`src/design/tsc_defs.svh`:
```
`ifndef TSC_DEFS_SVH
`define TSC_DEFS_SVH

// Register byte addresses on the plain register port
`define TSC_ADDR_CTRL 8'hd2
`define TSC_ADDR_RES_LO 8'hca
`define TSC_ADDR_RES_HI 8'hcb
`define TSC_ADDR_IRQ_STAT 8'h10
`define TSC_ADDR_IRQ_EN 8'h11
`define TSC_ADDR_IRQ_CLR 8'h12

// Control register fields and reset value
`define TSC_BIT_START 7
`define TSC_BIT_DONE 6
`define TSC_LEN_MSB 2
`define TSC_LEN_LSB 0
`define TSC_CTRL_RESET 8'h00

// Interrupt status bit positions and reset values
`define TSC_IRQ_DONE 0
`define TSC_IRQ_IGNORED 1
`define TSC_IRQ_RESET 2'h0

// Conversion timing: 256 sensor periods per unit, plus a fixed settle time
`define TSC_PERIOD_SHIFT 8
`define TSC_SETTLE_US 32
`define TSC_CLK_MHZ 100
`define TSC_SETTLE_CYCLES (`TSC_SETTLE_US * `TSC_CLK_MHZ)

`endif

```
`src/design/tsc_pkg.sv`:
```
package tsc_pkg;

	// One access from the register master
	typedef struct packed {
		logic [7:0] addr;
		logic [7:0] wdata;
		logic wr;
		logic rd;
	} tsc_bus_req_t;

	typedef enum logic [1:0] {
		TSC_IDLE,
		TSC_COUNT,
		TSC_SETTLE
	} tsc_phase_t;

	// Conversion timer state
	typedef struct packed {
		tsc_phase_t phase;
		logic [16:0] periods;
		logic [16:0] target;
		logic [11:0] settle;
		logic sclk_prev;
		logic done;
	} tsc_tmr_state_t;

	// Register block state
	typedef struct packed {
		logic start;
		logic done_flag;
		logic [2:0] len;
		logic [15:0] result;
		logic [1:0] irq_stat;
		logic [1:0] irq_en;
		logic [7:0] rdata;
	} tsc_state_t;

endpackage

```
`src/design/tsc_timer.sv`:
```
`timescale 1ns/1ns
`include "tsc_defs.svh"

module tsc_timer
	import tsc_pkg::*;
(
	input wire logic clock,
	input wire logic rst,
	input wire logic start,
	input wire logic [2:0] len,
	input wire logic sensor_clk,
	output logic busy,
	output logic done
);

	tsc_tmr_state_t s;
	tsc_tmr_state_t next_s;
	logic sclk_rise;
	logic [8:0] units;

	// Sensor clock is sampled as a plain synchronous input
	assign sclk_rise = sensor_clk & ~s.sclk_prev;
	// 2^(len+1)+1 units of 256 periods; shifting a two keeps length 7 from wrapping
	assign units = (9'h002 << len) + 9'h001;

	// Count sensor periods, then the fixed settle time
	always_comb begin
		next_s = s;
		next_s.sclk_prev = sensor_clk;
		next_s.done = 1'b0;
		unique case (s.phase)
			TSC_IDLE: begin
				if (start) begin
					next_s.phase = TSC_COUNT;
					next_s.periods = 17'h00000;
					next_s.target = {units, 8'h00};
				end
			end
			TSC_COUNT: begin
				if (sclk_rise) begin
					next_s.periods = s.periods + 17'h00001;
					if (s.periods == s.target - 17'h00001) begin
						next_s.phase = TSC_SETTLE;
						next_s.settle = 12'h000;
					end
				end
			end
			TSC_SETTLE: begin
				next_s.settle = s.settle + 12'h001;
				// Done cycle is the last settle cycle, so the flag lands 32 us after the count
				if (s.settle == 12'(`TSC_SETTLE_CYCLES - 2)) begin
					next_s.phase = TSC_IDLE;
					next_s.done = 1'b1;
				end
			end
		endcase
	end

	always_ff @(posedge clock) begin
		if (rst) begin
			s <= '{phase: TSC_IDLE, periods: 17'h00000, target: 17'h00000,
				settle: 12'h000, sclk_prev: 1'b0, done: 1'b0};
		end else begin
			s <= next_s;
		end
	end

	// Busy spans the done cycle, so the front end still drives its result at capture
	assign busy = (s.phase != TSC_IDLE) || s.done;
	assign done = s.done;

endmodule

```
`src/design/tsc_top.sv`:
```
`timescale 1ns/1ns
`include "tsc_defs.svh"

module tsc_top
	import tsc_pkg::*;
(
	input wire logic clock,
	input wire logic rst,
	input wire tsc_bus_req_t bus_req,
	output logic [7:0] bus_rdata,
	input wire logic sensor_clk,
	input wire logic [15:0] sensor_value,
	output logic sensor_enable,
	output logic irq
);

	tsc_state_t s;
	tsc_state_t next_s;
	logic tmr_busy;
	logic tmr_done;
	logic wr_ctrl;
	logic start_seq;
	logic start_go;
	logic start_ignored;
	logic [1:0] irq_events;
	logic [1:0] irq_clear;
	logic [7:0] ctrl_view;

	// Register access decode
	assign wr_ctrl = bus_req.wr && (bus_req.addr == `TSC_ADDR_CTRL);

	// Falling start bit, written by software, completes the sequence
	assign start_seq = wr_ctrl && s.start && !bus_req.wdata[`TSC_BIT_START];

	// A sequence while a conversion runs is dropped and reported
	assign start_go = start_seq && !tmr_busy;
	assign start_ignored = start_seq && tmr_busy;

	// Events feeding the sticky status bits
	always_comb begin
		irq_events = 2'h0;
		irq_events[`TSC_IRQ_DONE] = tmr_done;
		irq_events[`TSC_IRQ_IGNORED] = start_ignored;
	end

	// Write-one-to-clear mask from the clear register
	assign irq_clear = (bus_req.wr && (bus_req.addr == `TSC_ADDR_IRQ_CLR)) ? bus_req.wdata[1:0] : 2'h0;

	// Control register as software sees it; reserved bits read zero
	always_comb begin
		ctrl_view = 8'h00;
		ctrl_view[`TSC_BIT_START] = s.start;
		ctrl_view[`TSC_BIT_DONE] = s.done_flag;
		ctrl_view[`TSC_LEN_MSB:`TSC_LEN_LSB] = s.len;
	end

	// Next state of the register block
	always_comb begin
		next_s = s;

		// Control writes: start bit and length are software fields
		if (wr_ctrl) begin
			next_s.start = bus_req.wdata[`TSC_BIT_START];
			next_s.len = bus_req.wdata[`TSC_LEN_MSB:`TSC_LEN_LSB];
			// Writing one to the flag does nothing; only zero clears it
			if (!bus_req.wdata[`TSC_BIT_DONE]) begin
				next_s.done_flag = 1'b0;
			end
		end

		// Result lands on the same edge as the flag, so reads are never stale
		if (tmr_done) begin
			next_s.result = sensor_value;
			next_s.done_flag = 1'b1;
		end

		// Interrupt enable register
		if (bus_req.wr && (bus_req.addr == `TSC_ADDR_IRQ_EN)) begin
			next_s.irq_en = bus_req.wdata[1:0];
		end

		// Sticky status: a new event beats a clear in the same cycle
		next_s.irq_stat = (s.irq_stat & ~irq_clear) | irq_events;

		// Read data registered, valid only in the cycle after the strobe
		next_s.rdata = 8'h00;
		if (bus_req.rd) begin
			unique case (bus_req.addr)
				`TSC_ADDR_CTRL: next_s.rdata = ctrl_view;
				`TSC_ADDR_RES_LO: next_s.rdata = s.result[7:0];
				`TSC_ADDR_RES_HI: next_s.rdata = s.result[15:8];
				`TSC_ADDR_IRQ_STAT: next_s.rdata = {6'h00, s.irq_stat};
				`TSC_ADDR_IRQ_EN: next_s.rdata = {6'h00, s.irq_en};
				default: next_s.rdata = 8'h00;
			endcase
		end
	end

	// Register update
	always_ff @(posedge clock) begin
		if (rst) begin
			s <= '{start: 1'b0, done_flag: 1'b0, len: 3'h0, result: 16'h0000,
				irq_stat: `TSC_IRQ_RESET, irq_en: `TSC_IRQ_RESET, rdata: 8'h00};
		end else begin
			s <= next_s;
		end
	end

	// Conversion timer; it latches the length at start
	tsc_timer u_timer (
		.clock(clock),
		.rst(rst),
		.start(start_go),
		.len(s.len),
		.sensor_clk(sensor_clk),
		.busy(tmr_busy),
		.done(tmr_done)
	);

	// Front end powered only while a conversion runs
	assign sensor_enable = tmr_busy;
	assign bus_rdata = s.rdata;
	// Level interrupt while any enabled status bit stands
	assign irq = |(s.irq_stat & s.irq_en);

endmodule

```
`config.mk`:
```
export PLATFORM = sky130hd
export DESIGN_NAME = tsc_top
export DESIGN_NICKNAME = d
export VERILOG_FILES = /design/src/design/tsc_pkg.sv /design/src/design/tsc_timer.sv /design/src/design/tsc_top.sv
export VERILOG_INCLUDE_DIRS = /design/src /design/src/design
export SDC_FILE = /design/constraint.sdc
export NUM_CORES = 1
export LEC_CHECK = 0
export BUFFER_PORTS_ARGS = -buffer_cell sky130_fd_sc_hd__clkbuf_2
export CORE_UTILIZATION = 50
export CTS_BUF_LIST = sky130_fd_sc_hd__clkbuf_8
export DETAILED_ROUTE_END_ITERATION = 6
export GPL_TIMING_DRIVEN = 1
export HOLD_SLACK_MARGIN = 0.06
export PLACE_DENSITY = 0.74
export SLEW_MARGIN = 20
export SYNTH_ARGS = -nofsm -noshare
export SYNTH_HDL_FRONTEND = slang
export SYNTH_SLANG_ARGS = --single-unit
```
`constraint.sdc`:
```
create_clock -name clock -period 5.78 [get_ports clock]
set_input_delay 0.867 -clock clock [delete_from_list [all_inputs] [get_ports clock]]
set_output_delay 0.867 -clock clock [all_outputs]
set_load 0.03 [all_outputs]
```
==> metrics.csv, run 1 <==
stage,metric,value,unit
grt,vias in the first global route,3279,
placed_design,DP Cell Count,589,
synthesis,yosys warns,0,
clocking,CTS tree,yes,
routing,vias per std cell,5.924,
timing,Slew Limit Headroom,0.3119,
synthesis,Unique masters post-synth,60,
synthesis,sequential-to-total area share from yosys stat,0.3728,
placed_design,I/O Buffers,43,
timing,setup violators final,0,
finish,share of cells above drive strength 1,0.1730,
clocking,CTS H-Tree Depth,3,
synthesis,post-synthesis async set-or-reset flop share,0,
floorplanning,Initial Utilization,0.5185,
floorplanning,Core ar.,7767,sq um
critical_path,crit path DAT,3.36,ns
clocking,Clock Pin Slew Worst Setup and Hold Paths,0.08,ns
synthesis,Synth Area in Compound Gates,0.1702,
routing,Vias,3584,
power,sequential share of power,0.516,
critical_path,endpoint class of the critical path,flop,
timing,Worst-Margin Slew,1.031,ns
synthesis,main combinational cell family by area after synthesis,simple AND/OR/NAND/NOR gates,
grt,first-pass GRT wire length,15320,um
synthesis,Synth Register Bits,75,
status,outcome,finished clean,
synthesis,mux share of post-synthesis cell area,0.05530,
job,max-cap violation count,0,
power,Pint,0.7923,mW
routing,DRT Wirelength,9057,um
finish,Area growth syn-to-layout,10.41,%
timing,Fin. Hold Viols,0,
placed_design,Post-DP HPWL,6354,um
placed_design,dpl ws,2.379,ns
clocking,# clock sinks,75,
synthesis,Syn Nets,518,
synthesis,simple-gate share of the synthesized area,0.2675,
grt,largest net degree at the start of global routing,54,
power,Gate power share,0.028,
synthesis,prevailing post-synth register cell,dfxtp_1,
floorplanning,Die Y,91.75,um
finish,"most common cell after layout, fill and taps aside",dfxtp_1,
clocking,"Clk Latency, worst-skew pair",0.35,ns
synthesis,Post-Synth Adder-Cell Area,0.02175,
finish,Final Util,0.5725,
critical_path,Worst Path Required,6.05,ns
placed_design,GPL Wtd Cong,0.8894,
finish,most frequent cells in the layout,"dfxtp_1 (75), nor2_1 (53), clkbuf_2 (43), nand2_1 (39), a21oi_1 (36)",
routing,WL per Instance,14.97,um
power,Max VDD drop,0.1467,mV
timing,RSZ-0062 raised after global routing,no,
finish,Antenna Cells,0,
floorplanning,Die X,91.75,um
routing,Antenna Nets Post-Route,0,
floorplanning,Ports,47,
synthesis,post-synthesis area per instance,8.497,sq um
timing,period utilisation layout,0.5355,
synthesis,Post-synth EDFFs,0,
synthesis,area of the mapped netlist,4028,sq um
clocking,Root Buffer Master,clkbuf_8,
critical_path,Setup CP Type,flop to flop,
grt,total gr overflow,0,
clocking,hold buffer count at cts,0,
finish,nets,542,
synthesis,Synth Instances,474,
timing,fin worst setup slack,2.685,ns
timing,Final Max Slew Viols,0,
min_path,Hold Crit Class,flop to flop,
finish,Post-Layout Cell Count,605,
critical_path,startpoint type of the worst setup path,flop,
timing,setup_tns,0,ns
grt,GRT Total Usage,0.2231,
clocking,Max clock buf depth,2,
clocking,setup bufs post-CTS,0,
timing,worst clock skew,0.009290,ns
synthesis,xor and xnor area share after synthesis,0.04784,
grt,antenna violations before repair,0,
clocking,Inserted Clock Buffers,9,
critical_path,CP Max Fanout,19,
power,cell leakage power,1.520,nW
power,P_sw,0.2091,mW
floorplanning,std cell rows,32,
routing,DRC violations left,0,
timing,min cycle time layout,3.095,ns
routing,Starting DRT DRC Count,135,
routing,drt pass-1 iters,5,
timing,fmax,323.1,MHz
power,Cell Pwr Density,225.2,nW/um^2
power,Sw Ratio,0.2088,
clocking,post_cts resized,0,
power,Clock power frac,0.456,
floorplanning,die area,8418,sq um
[cells by family after synthesis]
logic type / Yosys count
flip-flops: 75
AND/OR/NAND/NOR: 196
buffers and inverters: 54
AO/OA/AOI/OAI: 98
multiplexers: 22
adder cells (fa/ha/maj): 7
XOR/XNOR: 22
[critical path, stage by stage, from the launching register on]
cell       delay [ns]
dfxtp_1          0.65
nand4bb_1        0.38
or4_1            0.88
a21boi_2         0.38
nand4_1          0.21
or3_1            0.39
a21oi_1          0.14
[metrics by stage]
| stage | power (mW) | hold WS (ns) | instance area, sq um |
|---|---|---|---|
| finish | 1.001 | 0.4848 | 4447 |
| global route | 1.034 | 0.5075 | 4447 |
| floorplan | 0.5406 | 0.4538 | 4028 |
| CTS | 1.010 | 0.4869 | 4447 |
| global placement | 0.5568 | 0.4686 | 4219 |
| detailed placement | 0.5573 | 0.4768 | 4219 |
[registers in the layout (all words and copies together) (netlist names)]
name,cells
u_timer.s,41
s,20
bus_rdata,8
u_timer.done,1
ctrl_view,5
[per-layer routing]
layer / global-route usage / wire length (um) / vias to the layer above
met5: 0 / 0 / -
met4: 0.06380 / 122 / 0
met3: 0.04146 / 286 / 11
met2: 0.3578 / 4328 / 74
met1: 0.3062 / 4320 / 1737
li1: - / - / 1762
[cell type report]
cell class                 instances  area [sq um]
clock inverter                     5         76.32
tap                              102         127.6
timing repair buffer              48         252.7
multi-input combinational        345          2266
clock buffer                      11         151.4
sequential                        75          1501
fill                             702          3321
inverter                          19         71.32
[cell usage after synthesis (all sizes together) (2+ instances only)]
| cell | count | share of area |
|---|---|---|
| nor4 | 17 | 0.046 |
| dfxtp | 75 | 0.37 |
| or4 | 4 | 0.0075 |
| mux2i | 20 | 0.050 |
| a41oi | 2 | 0.0043 |
| ha | 7 | 0.022 |
| a22oi | 13 | 0.024 |
| nand4b | 2 | 0.0043 |
| inv | 19 | 0.018 |
| buf | 24 | 0.037 |
| nand2b | 3 | 0.0047 |
| and3 | 3 | 0.0047 |
| o21ai | 13 | 0.016 |
| a32o | 11 | 0.027 |
| o211ai | 3 | 0.0056 |
| nor2 | 53 | 0.049 |
| nor3 | 19 | 0.024 |
| nor2b | 3 | 0.0047 |
| nand3 | 20 | 0.025 |
| nand2 | 39 | 0.036 |
| or4b | 2 | 0.0050 |
| nor4b | 2 | 0.0043 |
| clkbuf | 11 | 0.010 |
| nor4bb | 2 | 0.0050 |
| xor2 | 11 | 0.024 |
| mux2 | 2 | 0.0056 |
| xnor2 | 11 | 0.024 |
| nand4bb | 2 | 0.0056 |
| or3b | 2 | 0.0043 |
| a222oi | 3 | 0.0075 |
| or3 | 12 | 0.020 |
| a21oi | 36 | 0.045 |
| nand4 | 6 | 0.0093 |
| or2 | 3 | 0.0047 |
| a21bo | 2 | 0.0050 |
[path summary, 6_finish.rpt]
kind / slack, ns / cells past startpoint / endpoint / start
worst max register to register: 2.69 / 6 / u_timer.s[36] / u_timer.done
worst min register to register: 0.48 / 2 / u_timer.s[28] / u_timer.s[28]
worst min-delay path: 0.48 / 2 / u_timer.s[28] / u_timer.s[28]
worst max-delay path: 2.69 / 6 / u_timer.s[36] / u_timer.done
[power groups by stage]
stage	clock (mW)	sequential [mW]	combinational [mW]
after floorplan	0	0.529	0.0118
after global placement	0	0.529	0.0279
after detailed placement	0	0.529	0.0284
after CTS	0.465	0.517	0.0285
after global routing	0.487	0.517	0.0310
final	0.456	0.517	0.0282
Note: power is estimated with default switching activity, not from simulation.
==> run 2, diff against run 1 <==
- clock period: 5.78 -> 2.98 ns (I/O delays scaled with it)
==> run 2 against run 1 <==
  * Critical path type unchanged
  * Routed wire length is 5.1% higher
  * First-iteration DRC count is 89% higher
  * Largest cell class unchanged
  * Critical endpoint is now u_timer.s[5]
  * Clock skew is 0.0018 ns lower
  * Largest power group unchanged
  * Cell count is 1.5% higher
  * Highest routed layer unchanged
  * Design area is 1.1% higher
==> metrics.csv, run 2 (same netlist as run 1, synthesis figures left out) <==
stage,metric,value,unit,change
status,outcome,finished clean,,unchanged
clocking,CTS H-Tree Depth,3,,unchanged
power,Max VDD drop,0.2413,mV,was 0.1467 mV
clocking,Clock Pin Slew Worst Setup and Hold Paths,0.09,ns,was 0.08 ns
critical_path,reg2reg path depth,9,,was 6
finish,share of cells above drive strength 1,0.1895,,was 0.1730
clocking,Inserted Clock Buffers,9,,unchanged
min_path,Hold Crit Class,input pin to flop,,was flop to flop
finish,Largest register FFs,41,,unchanged
routing,DRC violations left,0,,unchanged
clocking,Root Buffer Master,clkbuf_8,,unchanged
timing,RSZ-0062 raised after global routing,no,,unchanged
clocking,post_cts resized,0,,unchanged
timing,fmax,370.3,MHz,was 323.1 MHz
critical_path,Worst Path Required,3.23,ns,was 6.05 ns
timing,Fin. Hold Viols,0,,unchanged
finish,# fillers,692,,was 702
placed_design,I/O Buffers,43,,unchanged
power,sequential share of power,0.531,,was 0.516
finish,Antenna Cells,0,,unchanged
timing,fin worst setup slack,0.2795,ns,was 2.685 ns
finish,post-route cell area,4497,sq um,was 4447 sq um
floorplanning,Initial Utilization,0.5185,,unchanged
finish,"most common cell after layout, fill and taps aside",dfxtp_1,,unchanged
clocking,# clock sinks,75,,unchanged
placed_design,DP Area,4287,sq um,was 4219 sq um
critical_path,CP Max Fanout,8,,was 19
routing,vias per std cell,5.966,,was 5.924
power,Gate power share,0.030,,was 0.028
floorplanning,Core ar.,7767,sq um,unchanged
critical_path,Setup CP Type,flop to flop,,unchanged
power,Pint,1.441,mW,was 0.7923 mW
routing,Starting DRT DRC Count,255,,was 135
grt,antenna violations before repair,0,,unchanged
timing,setup_tns,0,ns,unchanged
finish,nets,551,,was 542
timing,hold_ws,0.3192,ns,was 0.4848 ns
grt,GRT Total Usage,0.2352,,was 0.2231
floorplanning,Ports,47,,unchanged
timing,period utilisation layout,0.9062,,was 0.5355
power,Cell Pwr Density,419.5,nW/um^2,was 225.2 nW/um^2
clocking,CTS tree,yes,,unchanged
min_path,hold path cells,3,,was 2
grt,total gr overflow,0,,unchanged
routing,WL per Instance,15.50,um,was 14.97 um
routing,Vias,3663,,was 3584
routing,drt pass-1 iters,5,,unchanged
grt,vias in the first global route,3525,,was 3279
floorplanning,die area,8418,sq um,unchanged
finish,Largest Register,u_timer.s,,unchanged
timing,min cycle time layout,2.701,ns,was 3.095 ns
critical_path,endpoint class of the critical path,flop,,unchanged
placed_design,GPL Wtd Cong,0.8447,,was 0.8894
floorplanning,std cell rows,32,,unchanged
timing,Final Max Slew Viols,0,,unchanged
floorplanning,Die X,91.75,um,unchanged
power,Clock power frac,0.438,,was 0.456
critical_path,crit path DAT,2.95,ns,was 3.36 ns
clocking,Max clock buf depth,2,,unchanged
placed_design,Post-DP HPWL,6793,um,was 6354 um
clocking,setup bufs post-CTS,0,,unchanged
critical_path,startpoint type of the worst setup path,flop,,unchanged
finish,Area growth syn-to-layout,11.65,%,was 10.41%
power,P_sw,0.4451,mW,was 0.2091 mW
job,max-cap violation count,0,,unchanged
clocking,hold buffer count at cts,0,,unchanged
power,Sw Ratio,0.2360,,was 0.2088
timing,worst clock skew,0.007482,ns,was 0.009290 ns
clocking,"Clk Latency, worst-skew pair",0.36,ns,was 0.35 ns
timing,Worst-Margin Slew,0.6941,ns,was 1.031 ns
timing,setup violators final,0,,unchanged
finish,most frequent cells in the layout,"dfxtp_1 (75), nor2_1 (53), clkbuf_2 (43), nand2_1 (39), a21oi_1 (36)",,unchanged
grt,first-pass GRT wire length,15930,um,was 15320 um
power,cell leakage power,1.551,nW,was 1.520 nW
routing,DRT Wirelength,9518,um,was 9057 um
floorplanning,Die Y,91.75,um,unchanged
timing,Slew Limit Headroom,0.5330,,was 0.3119
grt,largest net degree at the start of global routing,53,,was 54
placed_design,dpl ws,0.3007,ns,was 2.379 ns
routing,Antenna Nets Post-Route,0,,unchanged
run 2: per-stage QoR:
| stage | total power [mW] | utilization | std cells |
|---|---|---|---|
| 6_report | 1.886 | 0.5789 | 614 |
| 5_1_grt | 1.952 | 0.5789 | 614 |
| 4_1_cts | 1.902 | 0.5789 | 614 |
| 3_5_place_dp | 1.083 | 0.5519 | 598 |
| 3_3_place_gp | 1.081 | 0.5519 | 598 |
| 2_1_floorplan | 1.049 | - | 474 |
run 2: final cells by class:
type / instances / area (sq um) / share of cell area
clock inverter: 6 / 72.57 / 0.01614
clock buffer: 10 / 137.6 / 0.03061
timing repair buffer: 57 / 320.3 / 0.07123
multi-input combinational: 345 / 2266 / 0.5039
inverter: 19 / 71.32 / 0.01586
tap: 102 / 127.6 / 0.02838
sequential: 75 / 1501 / 0.3339
run 2: final timing paths:
check	from	end	slack, ns
max	u_timer.s[22]	u_timer.s[5]	0.28
min	sensor_value[8]	s[20]	0.32
max reg2reg	u_timer.s[22]	u_timer.s[5]	0.28
min reg2reg	u_timer.s[36]	u_timer.s[36]	0.49
run 2: critical path: stages (launching register included):
cell,delay (ns)
dfxtp_1,0.49
inv_1,0.11
ha_1,0.29
nor2b_1,0.19
xnor2_1,0.15
o41a_1,0.50
buf_4,0.25
nor4_4,0.25
a22oi_1,0.11
a32o_1,0.26
run 2: layer usage:
| layer | up-vias | track usage | part of all wire |
|---|---|---|---|
| li1 | 1788 | - | - |
| met1 | 1775 | 0.2945 | 0.45 |
| met2 | 91 | 0.4060 | 0.50 |
| met3 | 9 | 0.05141 | 0.039 |
| met4 | 0 | 0.06641 | 0.0095 |
| met5 | - | 0 | 0 |
run 2: power groups by stage:
stage               clock network (mW)  registers [mW]  logic, mW
finish                           0.827            1.00     0.0574
global placement                     0            1.03     0.0553
global route                     0.887            1.00     0.0625
floorplan                            0            1.03     0.0229
CTS                              0.842            1.00     0.0572
detailed placement                   0            1.03     0.0567
